--- src/logic/scsr_cfg.svh ---
// Offsets, field positions, reset values and timing figures of the configuration port and sequencer
`ifndef SCSR_CFG_SVH
`define SCSR_CFG_SVH
`define SCSR_ADDR_LINES_LO 7'h01
`define SCSR_ADDR_LINES_HI 7'h02
`define SCSR_ADDR_EXP 7'h2A
`define SCSR_ADDR_FRAMES_LO 7'h46
`define SCSR_ADDR_FRAMES_HI 7'h47
`define SCSR_ADDR_OUT_MODE 7'h48
`define SCSR_ADDR_FOT_LEN 7'h49
`define SCSR_ADDR_BIT_MODE 7'h6F
`define SCSR_IMPL_LO_FIRST 7'h01
`define SCSR_IMPL_LO_LAST 7'h4F
`define SCSR_IMPL_HI_FIRST 7'h64
`define SCSR_DEF_LINES_LO 8'h40
`define SCSR_DEF_LINES_HI 8'h04
`define SCSR_DEF_EXP 8'h10
`define SCSR_DEF_FRAMES_LO 8'h01
`define SCSR_DEF_FOT_LEN 8'h0A
`define SCSR_DEF_OTHER 8'h00
`define SCSR_FLD_BIT12 0
`define SCSR_FLD_OUT 1:0
`define SCSR_OUT_MODE_12B 2'h2
`define SCSR_ROW_CYC 17'h00081
`define SCSR_RATE_10 4'hA
`define SCSR_RATE_12 4'hC
`define SCSR_BITS_HDR 5'h08
`define SCSR_BITS_LAST_OUT 5'h0F
`define SCSR_BITS_FRAME 5'h10
`define SCSR_FLD_CTRL 15
`define SCSR_FLD_ADDR 14:8
`define SCSR_FLD_DATA 7:0
`define SCSR_FLD_HCTRL 7
`define SCSR_FLD_HADDR 6:0
`define SCSR_CTRL_WRITE 1'h1
`define SCSR_PIN_RST 1
`define SCSR_PIN_REQ 0
`endif

--- src/logic/scsr_pkg.sv ---
// Types shared by the configuration port and sequencer
package scsr_pkg;
  typedef enum logic [1:0] {st_idle, st_expose, st_fot, st_readout} scsr_state_t;
  typedef struct packed {
    logic clk;
    logic en;
    logic din;
  } scsr_spi_t;
  typedef struct packed {
    scsr_state_t state;
    logic [16:0] cnt;
    logic [16:0] exp_cnt;
    logic [15:0] lines;
    logic [15:0] frames;
    logic more;
    logic exp_run;
    logic exp_done;
  } scsr_seq_t;
  typedef struct packed {
    logic idle;
    logic exposing;
    logic in_fot;
    logic readout;
    logic [3:0] rate_mult;
    logic [15:0] frames_left;
  } scsr_status_t;
endpackage

--- src/logic/scsr_top.sv ---
// Sensor configuration serial port, register map and frame sequencer
//
// What the document asks of this block and its host
// RULE_01 - Output data rate is 10x master clock in 10-bit mode, 12x in 12-bit.
// RULE_02 - Host keeps master clock between 5MHz and 48MHz, 40MHz in 12-bit mode.
// RULE_03 - Host reprograms registers 114 and 116 whenever the master clock changes.
// RULE_04 - Overhead lasts (overhead setting + 2*16/outputs) times 129 clocks, setting default 10.
// RULE_05 - Each read-out line lasts 129 times 16/outputs clocks.
// RULE_06 - Next frame exposure runs during read-out of the current frame.
// RULE_07 - Host starts clock, holds reset low, releases it 1us after supplies settle.
// RULE_08 - Host waits 1us after reset release before the first frame request.
// RULE_09 - Upload may start 1us after reset; request only after upload plus settling.
// RULE_10 - Host allows 7ms settling for saturating gain, 20ms for maximum gain.
// RULE_11 - Reset falling edge clears the sequencer and restores every register default.
// RULE_12 - After a running reset host waits 1us plus gain settling before requesting.
// RULE_13 - Serial input bits are sampled on rising serial clock; host stays under 48MHz.
// RULE_14 - Host raises serial select half a period before the first sampled bit.
// RULE_15 - Host holds select one more period and gives a final falling edge.
// RULE_16 - Each access is a 16-bit frame; first bit 1 writes, 0 reads.
// RULE_17 - Then 7 address bits and 8 data bits, both most significant first.
// RULE_18 - Consecutive frames under one held select are each accepted in turn.
// RULE_19 - Host should update registers only while the sensor is idle.
// RULE_20 - Host writes registers 35-38, 40-69, 100-103 only in idle or overhead.
// RULE_21 - Writes are accepted at any time without disturbing the sequencer; the code drops writes while the reset pin is held low.
// RULE_22 - Read data leaves MSB first on falling serial clock edges after address LSB.
// RULE_23 - Host reads temperature registers 126 and 127 in one burst.
// RULE_24 - Reset and frame request are sampled on master clock; host holds one period.
// RULE_25 - A high frame request starts the programmed number of frames, default one.
// RULE_26 - 128-entry map; unimplemented addresses ignore writes and read zero.
`include "scsr_cfg.svh"

module scsr_top (
  input wire logic clock,
  input wire logic nrst,
  input wire scsr_pkg::scsr_spi_t spi_pins,
  input wire logic sensor_reset_low,
  input wire logic frame_req,
  output logic spi_out,
  output scsr_pkg::scsr_status_t status
);

  ////////////////////////////////////////////////////////////////////////////////
  // Register map helpers

  function automatic logic [7:0] cfg_default(input logic [6:0] a);
    logic [7:0] v;
    v = `SCSR_DEF_OTHER;
    case (a)
      `SCSR_ADDR_LINES_LO: v = `SCSR_DEF_LINES_LO;
      `SCSR_ADDR_LINES_HI: v = `SCSR_DEF_LINES_HI;
      `SCSR_ADDR_EXP: v = `SCSR_DEF_EXP;
      `SCSR_ADDR_FRAMES_LO: v = `SCSR_DEF_FRAMES_LO;
      `SCSR_ADDR_FOT_LEN: v = `SCSR_DEF_FOT_LEN;
      default: v = `SCSR_DEF_OTHER;
    endcase
    return v;
  endfunction

  function automatic logic cfg_impl(input logic [6:0] a);
    return ((a >= `SCSR_IMPL_LO_FIRST) && (a <= `SCSR_IMPL_LO_LAST)) || (a >= `SCSR_IMPL_HI_FIRST);
  endfunction

  ////////////////////////////////////////////////////////////////////////////////
  // Pin synchronisers

  scsr_pkg::scsr_spi_t spi_s1_q;
  scsr_pkg::scsr_spi_t spi_s2_q;
  logic spi_clk_d_q;
  logic [1:0] pin_s1_q;
  logic [1:0] pin_s2_q;

  // Every pin is asynchronous to the master clock, so two stages before use
  always_ff @(posedge clock or negedge nrst) begin
    if (!nrst) begin
      spi_s1_q <= '0;
      spi_s2_q <= '0;
      spi_clk_d_q <= 1'b0;
      pin_s1_q <= '0;
      pin_s2_q <= '0;
    end else begin
      spi_s1_q <= spi_pins;
      spi_s2_q <= spi_s1_q;
      spi_clk_d_q <= spi_s2_q.clk;
      pin_s1_q <= {sensor_reset_low, frame_req}; // RULE_24
      pin_s2_q <= pin_s1_q; // RULE_24
    end
  end

  logic sres_n;
  logic req_lvl;
  logic sck_rise;
  logic sck_fall;
  assign sres_n = pin_s2_q[`SCSR_PIN_RST];
  assign req_lvl = pin_s2_q[`SCSR_PIN_REQ];
  assign sck_rise = spi_s2_q.clk & ~spi_clk_d_q;
  assign sck_fall = ~spi_s2_q.clk & spi_clk_d_q;

  ////////////////////////////////////////////////////////////////////////////////
  // Serial frame receiver

  logic [4:0] bit_cnt_q;
  logic [15:0] in_q;
  logic [7:0] out_q;

  always_ff @(posedge clock or negedge nrst) begin
    if (!nrst) begin
      bit_cnt_q <= '0;
      in_q <= '0;
    end else if (!spi_s2_q.en) begin
      bit_cnt_q <= '0;
    end else if (sck_rise && (bit_cnt_q != `SCSR_BITS_FRAME)) begin
      in_q <= {in_q[14:0], spi_s2_q.din}; // RULE_13
      bit_cnt_q <= bit_cnt_q + 5'h01;
    end else if (sck_fall && (bit_cnt_q == `SCSR_BITS_FRAME)) begin
      bit_cnt_q <= '0; // RULE_18
    end
  end

  logic wr_en;
  logic [6:0] wr_addr;
  logic [7:0] wr_data;
  logic [6:0] rd_addr;
  logic [7:0] rd_data;
  logic rd_msb;
  logic [7:0] cfg_q [128];

  // The write lands on the closing falling edge, so an aborted frame never writes
  assign wr_en = sck_fall && spi_s2_q.en && (bit_cnt_q == `SCSR_BITS_FRAME) &&
                 (in_q[`SCSR_FLD_CTRL] == `SCSR_CTRL_WRITE); // RULE_16
  assign wr_addr = in_q[`SCSR_FLD_ADDR]; // RULE_17
  assign wr_data = in_q[`SCSR_FLD_DATA]; // RULE_17
  assign rd_addr = in_q[`SCSR_FLD_HADDR];
  assign rd_data = cfg_impl(rd_addr) ? cfg_q[rd_addr] : `SCSR_DEF_OTHER; // RULE_26
  assign rd_msb = rd_data[7];

  always_ff @(posedge clock or negedge nrst) begin
    if (!nrst) begin
      out_q <= '0;
    end else if (!spi_s2_q.en || (sck_fall && (bit_cnt_q == `SCSR_BITS_FRAME))) begin
      out_q <= '0;
    end else if (sck_fall && (bit_cnt_q == `SCSR_BITS_HDR) && !in_q[`SCSR_FLD_HCTRL]) begin
      out_q <= rd_data; // RULE_22
    end else if (sck_fall && (bit_cnt_q > `SCSR_BITS_HDR) && (bit_cnt_q <= `SCSR_BITS_LAST_OUT)) begin
      out_q <= {out_q[6:0], 1'b0}; // RULE_22
    end
  end

  assign spi_out = out_q[7];

  ////////////////////////////////////////////////////////////////////////////////
  // Configuration registers

  for (genvar i = 0; i < 128; i++) begin : g_cfg
    localparam logic [7:0] DEF = cfg_default(7'(i));
    always_ff @(posedge clock or negedge nrst) begin
      if (!nrst) begin
        cfg_q[i] <= DEF;
      end else if (!sres_n) begin
        cfg_q[i] <= DEF; // RULE_11
      end else if (wr_en && (wr_addr == 7'(i)) && cfg_impl(7'(i))) begin
        cfg_q[i] <= wr_data; // RULE_21
      end
    end
  end

  ////////////////////////////////////////////////////////////////////////////////
  // Timing derived from the settings

  logic bit12;
  logic [1:0] out_code;
  logic [3:0] ratio;
  logic [8:0] fot_units;
  logic [16:0] fot_cyc;
  logic [16:0] line_cyc;
  logic [16:0] exp_cyc;
  logic [15:0] lines_reg;
  logic [15:0] frames_reg;
  logic [15:0] frames_first;

  // 12-bit conversion is slower, so the output count is forced to four
  assign bit12 = cfg_q[`SCSR_ADDR_BIT_MODE][`SCSR_FLD_BIT12];
  assign out_code = bit12 ? `SCSR_OUT_MODE_12B : cfg_q[`SCSR_ADDR_OUT_MODE][`SCSR_FLD_OUT];
  assign ratio = 4'h1 << out_code;
  assign fot_units = {1'b0, cfg_q[`SCSR_ADDR_FOT_LEN]} + {4'h0, ratio, 1'b0};
  assign fot_cyc = 17'(fot_units) * `SCSR_ROW_CYC; // RULE_04
  assign line_cyc = 17'(ratio) * `SCSR_ROW_CYC; // RULE_05
  assign exp_cyc = 17'(cfg_q[`SCSR_ADDR_EXP]) * `SCSR_ROW_CYC;
  assign lines_reg = {cfg_q[`SCSR_ADDR_LINES_HI], cfg_q[`SCSR_ADDR_LINES_LO]};
  assign frames_reg = {cfg_q[`SCSR_ADDR_FRAMES_HI], cfg_q[`SCSR_ADDR_FRAMES_LO]};
  // A frame count of zero still yields one frame
  assign frames_first = (frames_reg == 16'h0000) ? 16'h0000 : frames_reg - 16'h0001; // RULE_25

  ////////////////////////////////////////////////////////////////////////////////
  // Frame sequencer

  scsr_pkg::scsr_seq_t seq_q;
  scsr_pkg::scsr_seq_t seq_d;

  always_comb begin
    seq_d = seq_q;
    // Exposure timer runs on its own so it can overlap read-out
    if (seq_q.exp_run) begin
      if (seq_q.exp_cnt == 17'h00000) begin
        seq_d.exp_run = 1'b0;
        seq_d.exp_done = 1'b1;
      end else begin
        seq_d.exp_cnt = seq_q.exp_cnt - 17'h00001;
      end
    end
    unique case (seq_q.state)
      scsr_pkg::st_idle: begin
        if (req_lvl) begin
          seq_d.frames = frames_first; // RULE_25
          seq_d.exp_cnt = exp_cyc;
          seq_d.exp_run = 1'b1;
          seq_d.exp_done = 1'b0;
          seq_d.state = scsr_pkg::st_expose;
        end
      end
      scsr_pkg::st_expose: begin
        if (seq_q.exp_done) begin
          seq_d.state = scsr_pkg::st_fot;
          seq_d.cnt = fot_cyc - 17'h00001; // RULE_04
          seq_d.exp_done = 1'b0;
        end
      end
      scsr_pkg::st_fot: begin
        if (seq_q.cnt != 17'h00000) begin
          seq_d.cnt = seq_q.cnt - 17'h00001;
        end else begin
          seq_d.state = scsr_pkg::st_readout;
          seq_d.cnt = line_cyc - 17'h00001; // RULE_05
          seq_d.lines = lines_reg;
          seq_d.more = (seq_q.frames != 16'h0000);
          if (seq_q.frames != 16'h0000) begin
            seq_d.frames = seq_q.frames - 16'h0001;
            seq_d.exp_cnt = exp_cyc; // RULE_06
            seq_d.exp_run = 1'b1; // RULE_06
          end
        end
      end
      scsr_pkg::st_readout: begin
        if (seq_q.cnt != 17'h00000) begin
          seq_d.cnt = seq_q.cnt - 17'h00001;
        end else if (seq_q.lines > 16'h0001) begin
          seq_d.lines = seq_q.lines - 16'h0001;
          seq_d.cnt = line_cyc - 17'h00001; // RULE_05
        end else if (!seq_q.more) begin
          seq_d.state = scsr_pkg::st_idle;
        end else if (seq_q.exp_done) begin
          seq_d.state = scsr_pkg::st_fot; // RULE_06
          seq_d.cnt = fot_cyc - 17'h00001;
          seq_d.exp_done = 1'b0;
        end else begin
          seq_d.state = scsr_pkg::st_expose;
        end
      end
    endcase
  end

  // Holding the clear while the reset pin stays low also covers its falling edge
  always_ff @(posedge clock or negedge nrst) begin
    if (!nrst) begin
      seq_q <= '0;
    end else if (!sres_n) begin
      seq_q <= '0; // RULE_11
    end else begin
      seq_q <= seq_d;
    end
  end

  assign status.idle = (seq_q.state == scsr_pkg::st_idle);
  assign status.exposing = seq_q.exp_run;
  assign status.in_fot = (seq_q.state == scsr_pkg::st_fot);
  assign status.readout = (seq_q.state == scsr_pkg::st_readout);
  assign status.rate_mult = bit12 ? `SCSR_RATE_12 : `SCSR_RATE_10; // RULE_01
  assign status.frames_left = seq_q.frames;
endmodule

--- config.mk ---
export PLATFORM = sky130hd
export DESIGN_NAME = scsr_top
export DESIGN_NICKNAME = d
export VERILOG_FILES = /design/src/logic/scsr_pkg.sv /design/src/logic/scsr_top.sv
export VERILOG_INCLUDE_DIRS = /design/src /design/src/logic
export SDC_FILE = /design/constraint.sdc
export NUM_CORES = 2
export LEC_CHECK = 0
export ABC_AREA = 1
export BUFFER_PORTS_ARGS = -buffer_cell sky130_fd_sc_hd__buf_4
export CAP_MARGIN = 20
export CORE_ASPECT_RATIO = 2
export CORE_UTILIZATION = 49
export DETAILED_ROUTE_END_ITERATION = 8
export PLACE_DENSITY = 0.67
export REMOVE_ABC_BUFFERS = 1
export SYNTH_ARGS = -nofsm -noshare
export SYNTH_HDL_FRONTEND = slang
export SYNTH_SLANG_ARGS = --single-unit
export TNS_END_PERCENT = 10
--- constraint.sdc ---
create_clock -name clock -period 4.65 [get_ports clock]
set_clock_uncertainty 0.05 [all_clocks]
set_input_delay 1.395 -clock clock [delete_from_list [all_inputs] [get_ports clock]]
set_output_delay 1.395 -clock clock [all_outputs]
set_load 0.1 [all_outputs]
# [Word-level counts from Yosys, hierarchy flattened]
# Index checks and enable logic that the tools add are counted.
[totals] ff_bits=967 inputBits=7 output_inout_bits=25 wordCells=785
[op_classes] addsub=9 multipliers=3 order_cmp=7 n_eq_ne=235 shift=1 muxes=265 n_bitwise=5 reduce_logical=133
[ops] operator="$mux W8" n=220
[ops] operator="$eq A7 B7 Y1 const B" n=44
[ops] operator="$eq A7 B6 Y1 const B" n=32
[ops] operator="$ne A2 B1 Y1 const B" n=107
[ops] operator="$mux W17" n=9
[ops] operator="$logic_and A1 B1 Y1" n=117
[ops] operator="$eq A7 B5 Y1 const B" n=16
[ops] operator="$mux W16" n=5
[ops] operator="$mux W71" n=1
[ops] operator="$pmux W16 S2" n=2
[ops] operator="$bmux W8 S7" n=1
[ops] operator="$eq A7 B4 Y1 const B" n=8
[ops] operator="$mux W51" n=1
[ops] operator="$pmux W17 S3" n=1
[ops] operator="$sub A17 B1 Y17 const B" n=3
[ops] operator="$sub A16 B1 Y16 const B" n=3
[ops] operator="$pmux W17 S2" n=1
[ops] operator="$eq A7 B3 Y1 const B" n=4
[ops] operator="$ne A3 B3 Y1 const B" n=7
[ops] operator="$mux W2" n=10
[ops] operator="$mux W19" n=1
[ops] operator="$logic_not A17 Y1" n=1
[ops] operator="$mul A9 B8 Y17 const B" n=1
[ops] operator="$reduce_bool A17 Y1" n=1
[ops] operator="43 further kinds" n=62

# [Logic depth before layout (Yosys ltp)]
[depth] word_depth=11 ltp_mapped=30 depth_no_buf=30

# [Worst setup path before layout]
# OpenSTA, ideal clock, no wires.
[synth_timing] kind="reg2reg" from="register cfg_q[441] (netlist name)" to="register seq_q[68] (netlist name)" setup_time_ps=117 t_arrival_ps=4140 required_ps=4483 setup_slack_ps=343 path_stages_with_launch=28 n_path_buf=0 synth_period_minus_slack_ps=4307 path_cell_list="dfrtp_1 > nor2_1 > nand2_1 > inv_1 > ha_1 > inv_1 > fa_1 > o21ai_0 > nand2_1 > nor2_1 > xor2_1 > inv_1 > ha_1 > inv_1 > ha_1 > ha_1 > ha_1 > inv_1 > nor3_1 > inv_1 > nor2_1 > nor3_1 > nand3_1 > nand2_1 > nand2_1 > nand2_1 > nand3_1 > nand2_1"
[synth_between] elab_chain_cells=11 word_cells_on_any_way=15 classes_between="add/sub (3); mul (2); shift (1); mux (9)"
[synth_lines] item="start: declaration" line="scsr_top.sv:125" rtl="logic [7:0] cfg_q [128];"
[synth_lines] item="start signal: indexed assignment" line="scsr_top.sv:161" rtl="cfg_q[i] <= wr_data;"
[synth_lines] item="$mux W2 *" line="scsr_top.sv:182" rtl="assign out_code = bit12 ? `SCSR_OUT_MODE_12B : cfg_q[`SCSR_ADDR_OUT_MODE][`SCSR_FLD_OUT];"
[synth_lines] item="$shl A1 B2 Y4 *" line="scsr_top.sv:183" rtl="assign ratio = 4'h1 << out_code;"
[synth_lines] item="$add A8 B5 Y9" line="scsr_top.sv:184" rtl="assign fot_units = {1'b0, cfg_q[`SCSR_ADDR_FOT_LEN]} + {4'h0, ratio, 1'b0};"
[synth_lines] item="$mul A9 B8 Y17 (no source line)"
[synth_lines] item="$sub A17 B1 Y17" line="scsr_top.sv:223, scsr_top.sv:252"
[synth_lines] item="$mux W17" line="scsr_top.sv:250" rtl="end else if (seq_q.exp_done) begin"
[synth_lines] item="$mux W17" line="scsr_top.sv:248" rtl="end else if (!seq_q.more) begin"
[synth_lines] item="$mux W17" line="scsr_top.sv:245" rtl="end else if (seq_q.lines > 16'h0001) begin"
[synth_lines] item="$mux W17" line="scsr_top.sv:243" rtl="if (seq_q.cnt != 17'h00000) begin"
[synth_lines] item="$pmux W17 S3 *" line="scsr_top.sv:210" rtl="unique case (seq_q.state)"
[synth_lines] item="$mux W71 *" line="scsr_top.sv:265" rtl="end else if (!sres_n) begin"
[synth_lines] item="end signal: assignment" line="scsr_top.sv:268" rtl="seq_q <= seq_d;"
[synth_lines] item="end: declaration" line="scsr_top.sv:196" rtl="scsr_pkg::scsr_seq_t seq_q;"
# Every way passes the cells marked *; elsewhere a longest branch is shown, timed or not. The select of a mux whose other input is x is not followed.
# A chain may end at the register's enable or synchronous reset.

# [Worst setup path after layout]
[layout_timing] from="register cfg_q (netlist bit bit12)" to="register seq_q[68] (netlist name)"
# The elaborated chain is that of the path after synthesis.

==> flow_summary_export.csv <==
group,metric,value,unit
route,drt_first_pass_iters,8,
synth,yosysMostFrequentCell,"nand2_1",
placement,io_buffers,29,
critical_path,worstPathArrival,4.89,ns
cells_and_area,nets,6248,
route,ant_nets,0,
placement,gp_congestion,1.024,
cells_and_area,multi_input_area,20690,sq um
critical_path,cp_max_fo,5,
synth,synth_top_area_share,49.81,%
power_and_ir_drop,ir_drop,0.0003166,V
die,die_h,445.9,um
global_route,grt_pass1_vias,41920,
synth,synth.top_cells.by_count,"nand2_1, o21ai_0, dfrtp_1",
global_route,grt_max_degree,115,
synth,synth_cells,6286,
synth,async_flop_share,100.0,%
critical_path,critical_path_required,5.19,ns
clock_tree,cts_tree,"built",
die,std_cell_rows,162,
synth,synth_edf_count,0,
timing,period_share,93.56,%
critical_path,cp-end-kind,"flop",
route,viasPerCell,5.674,
synth,netlist_area,48280,sq um
timing,hold_viol_final,0,
synth,yosysUniqueCellTypes,52,
die,initial_core_util,49.52,%
clock_tree,cts_root_buffer,"clkbuf_16",
die,dieArea,99860,sq um
critical_path,ff2ff_setup_slack,0.30,ns
synth,yosys.area.top_type,"dfrtp_1",
clock_tree,numCtsBuffers,88,
clock_tree,cts.sinks,967,
synth,ys_seq_area_share,50.14,%
die,die_w,224.0,um
die,core_area,97500,sq um
timing,final_max_slew_viol_count,0,
critical_path,critPathLaunchType,"flop",
clock_tree,htreeDepth,3,
die,pin_count,32,
worst_hold_path,worst_hold_path_type,"reg2reg",
cells_and_area,utilization,54.62,%
timing,setup-violations-final,0,
timing,fin_crit,4.351,ns
cells_and_area,final-seq-area,24220,sq um
timing,tightestPinTransition,1.161,ns
route,wl_per_cell,22.66,um
cells_and_area,drive_gt1_share,7.749,%
critical_path,worstSetupPathType,"reg2reg",
status,status,"completed",
clock_tree,ctsLongestPathBuffers,3,
global_route,grt_pass1_wl,259400,um
route,via_count,42970,
global_route,grtUsageTotal,34.83,%
route,drt_first_iter_violations,3946,
cells_and_area,fillers,9219,
route,drc_errors,0,
cells_and_area,area_growth,10.30,%
synth,ys.flop_type,"dfrtp_1",
synth,synth-seq-cells,967,
synth,ys_warn_count,0,
timing,clock.fmax,0.2299,GHz
clock_tree,clk_latency,0.71,ns
clock_tree,cts_hold_buf,0,
global_route,grt_antenna_before_repair,3,
run,drv_cap,0,
timing,finalSetupTns,0,ns
synth,synth.avg_cell_area,7.680,sq um
cells_and_area,stdcell_count,7572,
placement,post_dp_cell_area,50170,sq um
clock_tree,clk_pin_slew_worst_paths,0.06,ns
power_and_ir_drop,p_leak,24.73,nW
synth,synth_area_leaders,"dfrtp_1, nand2_1, o21ai_0, nand3_1, inv_1",
global_route,grt-ovfl-total,0,
power_and_ir_drop,power_density,503.0,nW/um^2
route,drt_wl_total,171600,um
placement,place_hpwl,115100,um
placement,dp.cells,7405,
cells_and_area,final_area,53250,sq um
timing,relSlewSlack,22.63,%
-- metrics by stage --
| stage | total power, mW | hold slack, ns | setup slack, ns |
|---|---|---|---|
| finish | 26.79 | 0.3015 | 0.2993 |
| global route | 28.04 | 0.3094 | -0.001728 |
| CTS | 26.64 | 0.3053 | 0.02801 |
| detailed placement | 19.02 | 0.2903 | -0.01007 |
| global placement | 18.92 | 0.2835 | -0.05141 |
| floorplan | 15.47 | 0.2812 | -9.226 |
-- layout make-up --
class | instances | area share [%]
Antenna cell | 1 | 0.004699
Clock inverter | 46 | 0.9563
Sequential cell | 967 | 45.48
Multi-Input combinational cell | 4427 | 38.85
Clock buffer | 115 | 4.572
Tap cell | 1312 | 3.083
Timing Repair Buffer | 212 | 3.562
Inverter | 492 | 3.487
-- flip-flops by register name, summed over array words and instances, names as in the netlist --
register	count
in_q	16
pin_s1_q	2
bit12	1
bit_cnt_q	5
status	17
spi_s1_q	3
spi_clk_d_q	1
cfg_q	855
spi_s2_q	3
seq_q	54
pin_s2_q	2
out_q	8
-- per-layer routing --
metal	vias to the layer above	global-route usage [%]	part of all wire, %
li1	20070	-	-
met1	20670	37.37	35
met2	1634	59.69	49
met5	-	0	0.0082
met3	593	6.006	6.3
met4	2	28.98	9.6
-- worst max-delay path: stages (launching register included) --
cell and delay [ns]:
dfrtp_1 0.40, nor2_2 0.11, nand2_1 0.08, inv_1 0.09, ha_2 0.19, inv_1 0.06, fa_2 0.37, buf_4 0.15
xnor2_2 0.14, inv_1 0.07, ha_1 0.31, ha_1 0.23, fa_1 0.55, ha_2 0.31, a21oi_1 0.14, inv_1 0.09
a21oi_1 0.18, nor2_1 0.07, nor3_2 0.25, nand2_1 0.08, nand2_1 0.07, nand2_1 0.06, nand2_1 0.06, nand2_1 0.05
nand3_1 0.06, nand2_1 0.05
-- kinds of logic after synthesis --
family	Yosys count	share of synthesized area [%]
other	2	0.01556
AO/OA/AOI/OAI	1421	15.65
adder cells (fa/ha/maj)	53	1.436
flip-flops	967	50.14
XOR/XNOR	74	1.343
multiplexers	1	0.02332
AND/OR/NAND/NOR	2876	24.02
buffers and inverters	892	7.374
-- where the power goes --
part	leakage (nW)	internal (mW)	switching, mW	total, mW
clock network	1.47	4.18	3.46	7.64
logic	10.1	2.63	6.26	8.89
registers	13.1	9.48	0.783	10.3
-- path summary, 6_finish.rpt --
path                             start          end  cells past startpoint
max                              bit12    seq_q[68]                     25
min                        spi_s1_q[1]  spi_s2_q[1]                      0
max reg2reg                      bit12    seq_q[68]                     25
min reg2reg                spi_s1_q[1]  spi_s2_q[1]                      0
max in group asynchronous         nrst    cfg_q[88]                      3
min in group asynchronous         nrst    seq_q[51]                      1
-- what timing repair did --
action	in CTS	in global routing
endpoints found under the setup margin	1	6
resized for setup	2	19
setup buffers	0	0
pin swaps	0	2
-- placed cells by master (no fill, tap or decap), types with 66 or more instances in the layout --
cell type | netlist | layout
o21ai_0 | 1069 | 1066
clkbuf_16 | 0 | 89
buf_4 | 22 | 185
inv_1 | 474 | 465
nand3_1 | 400 | 400
a21oi_1 | 155 | 154
nor2_1 | 438 | 430
dfrtp_1 | 961 | 956
nand2_1 | 1942 | 1932
xor2_1 | 67 | 66
Power figures use the tool's default switching activity.
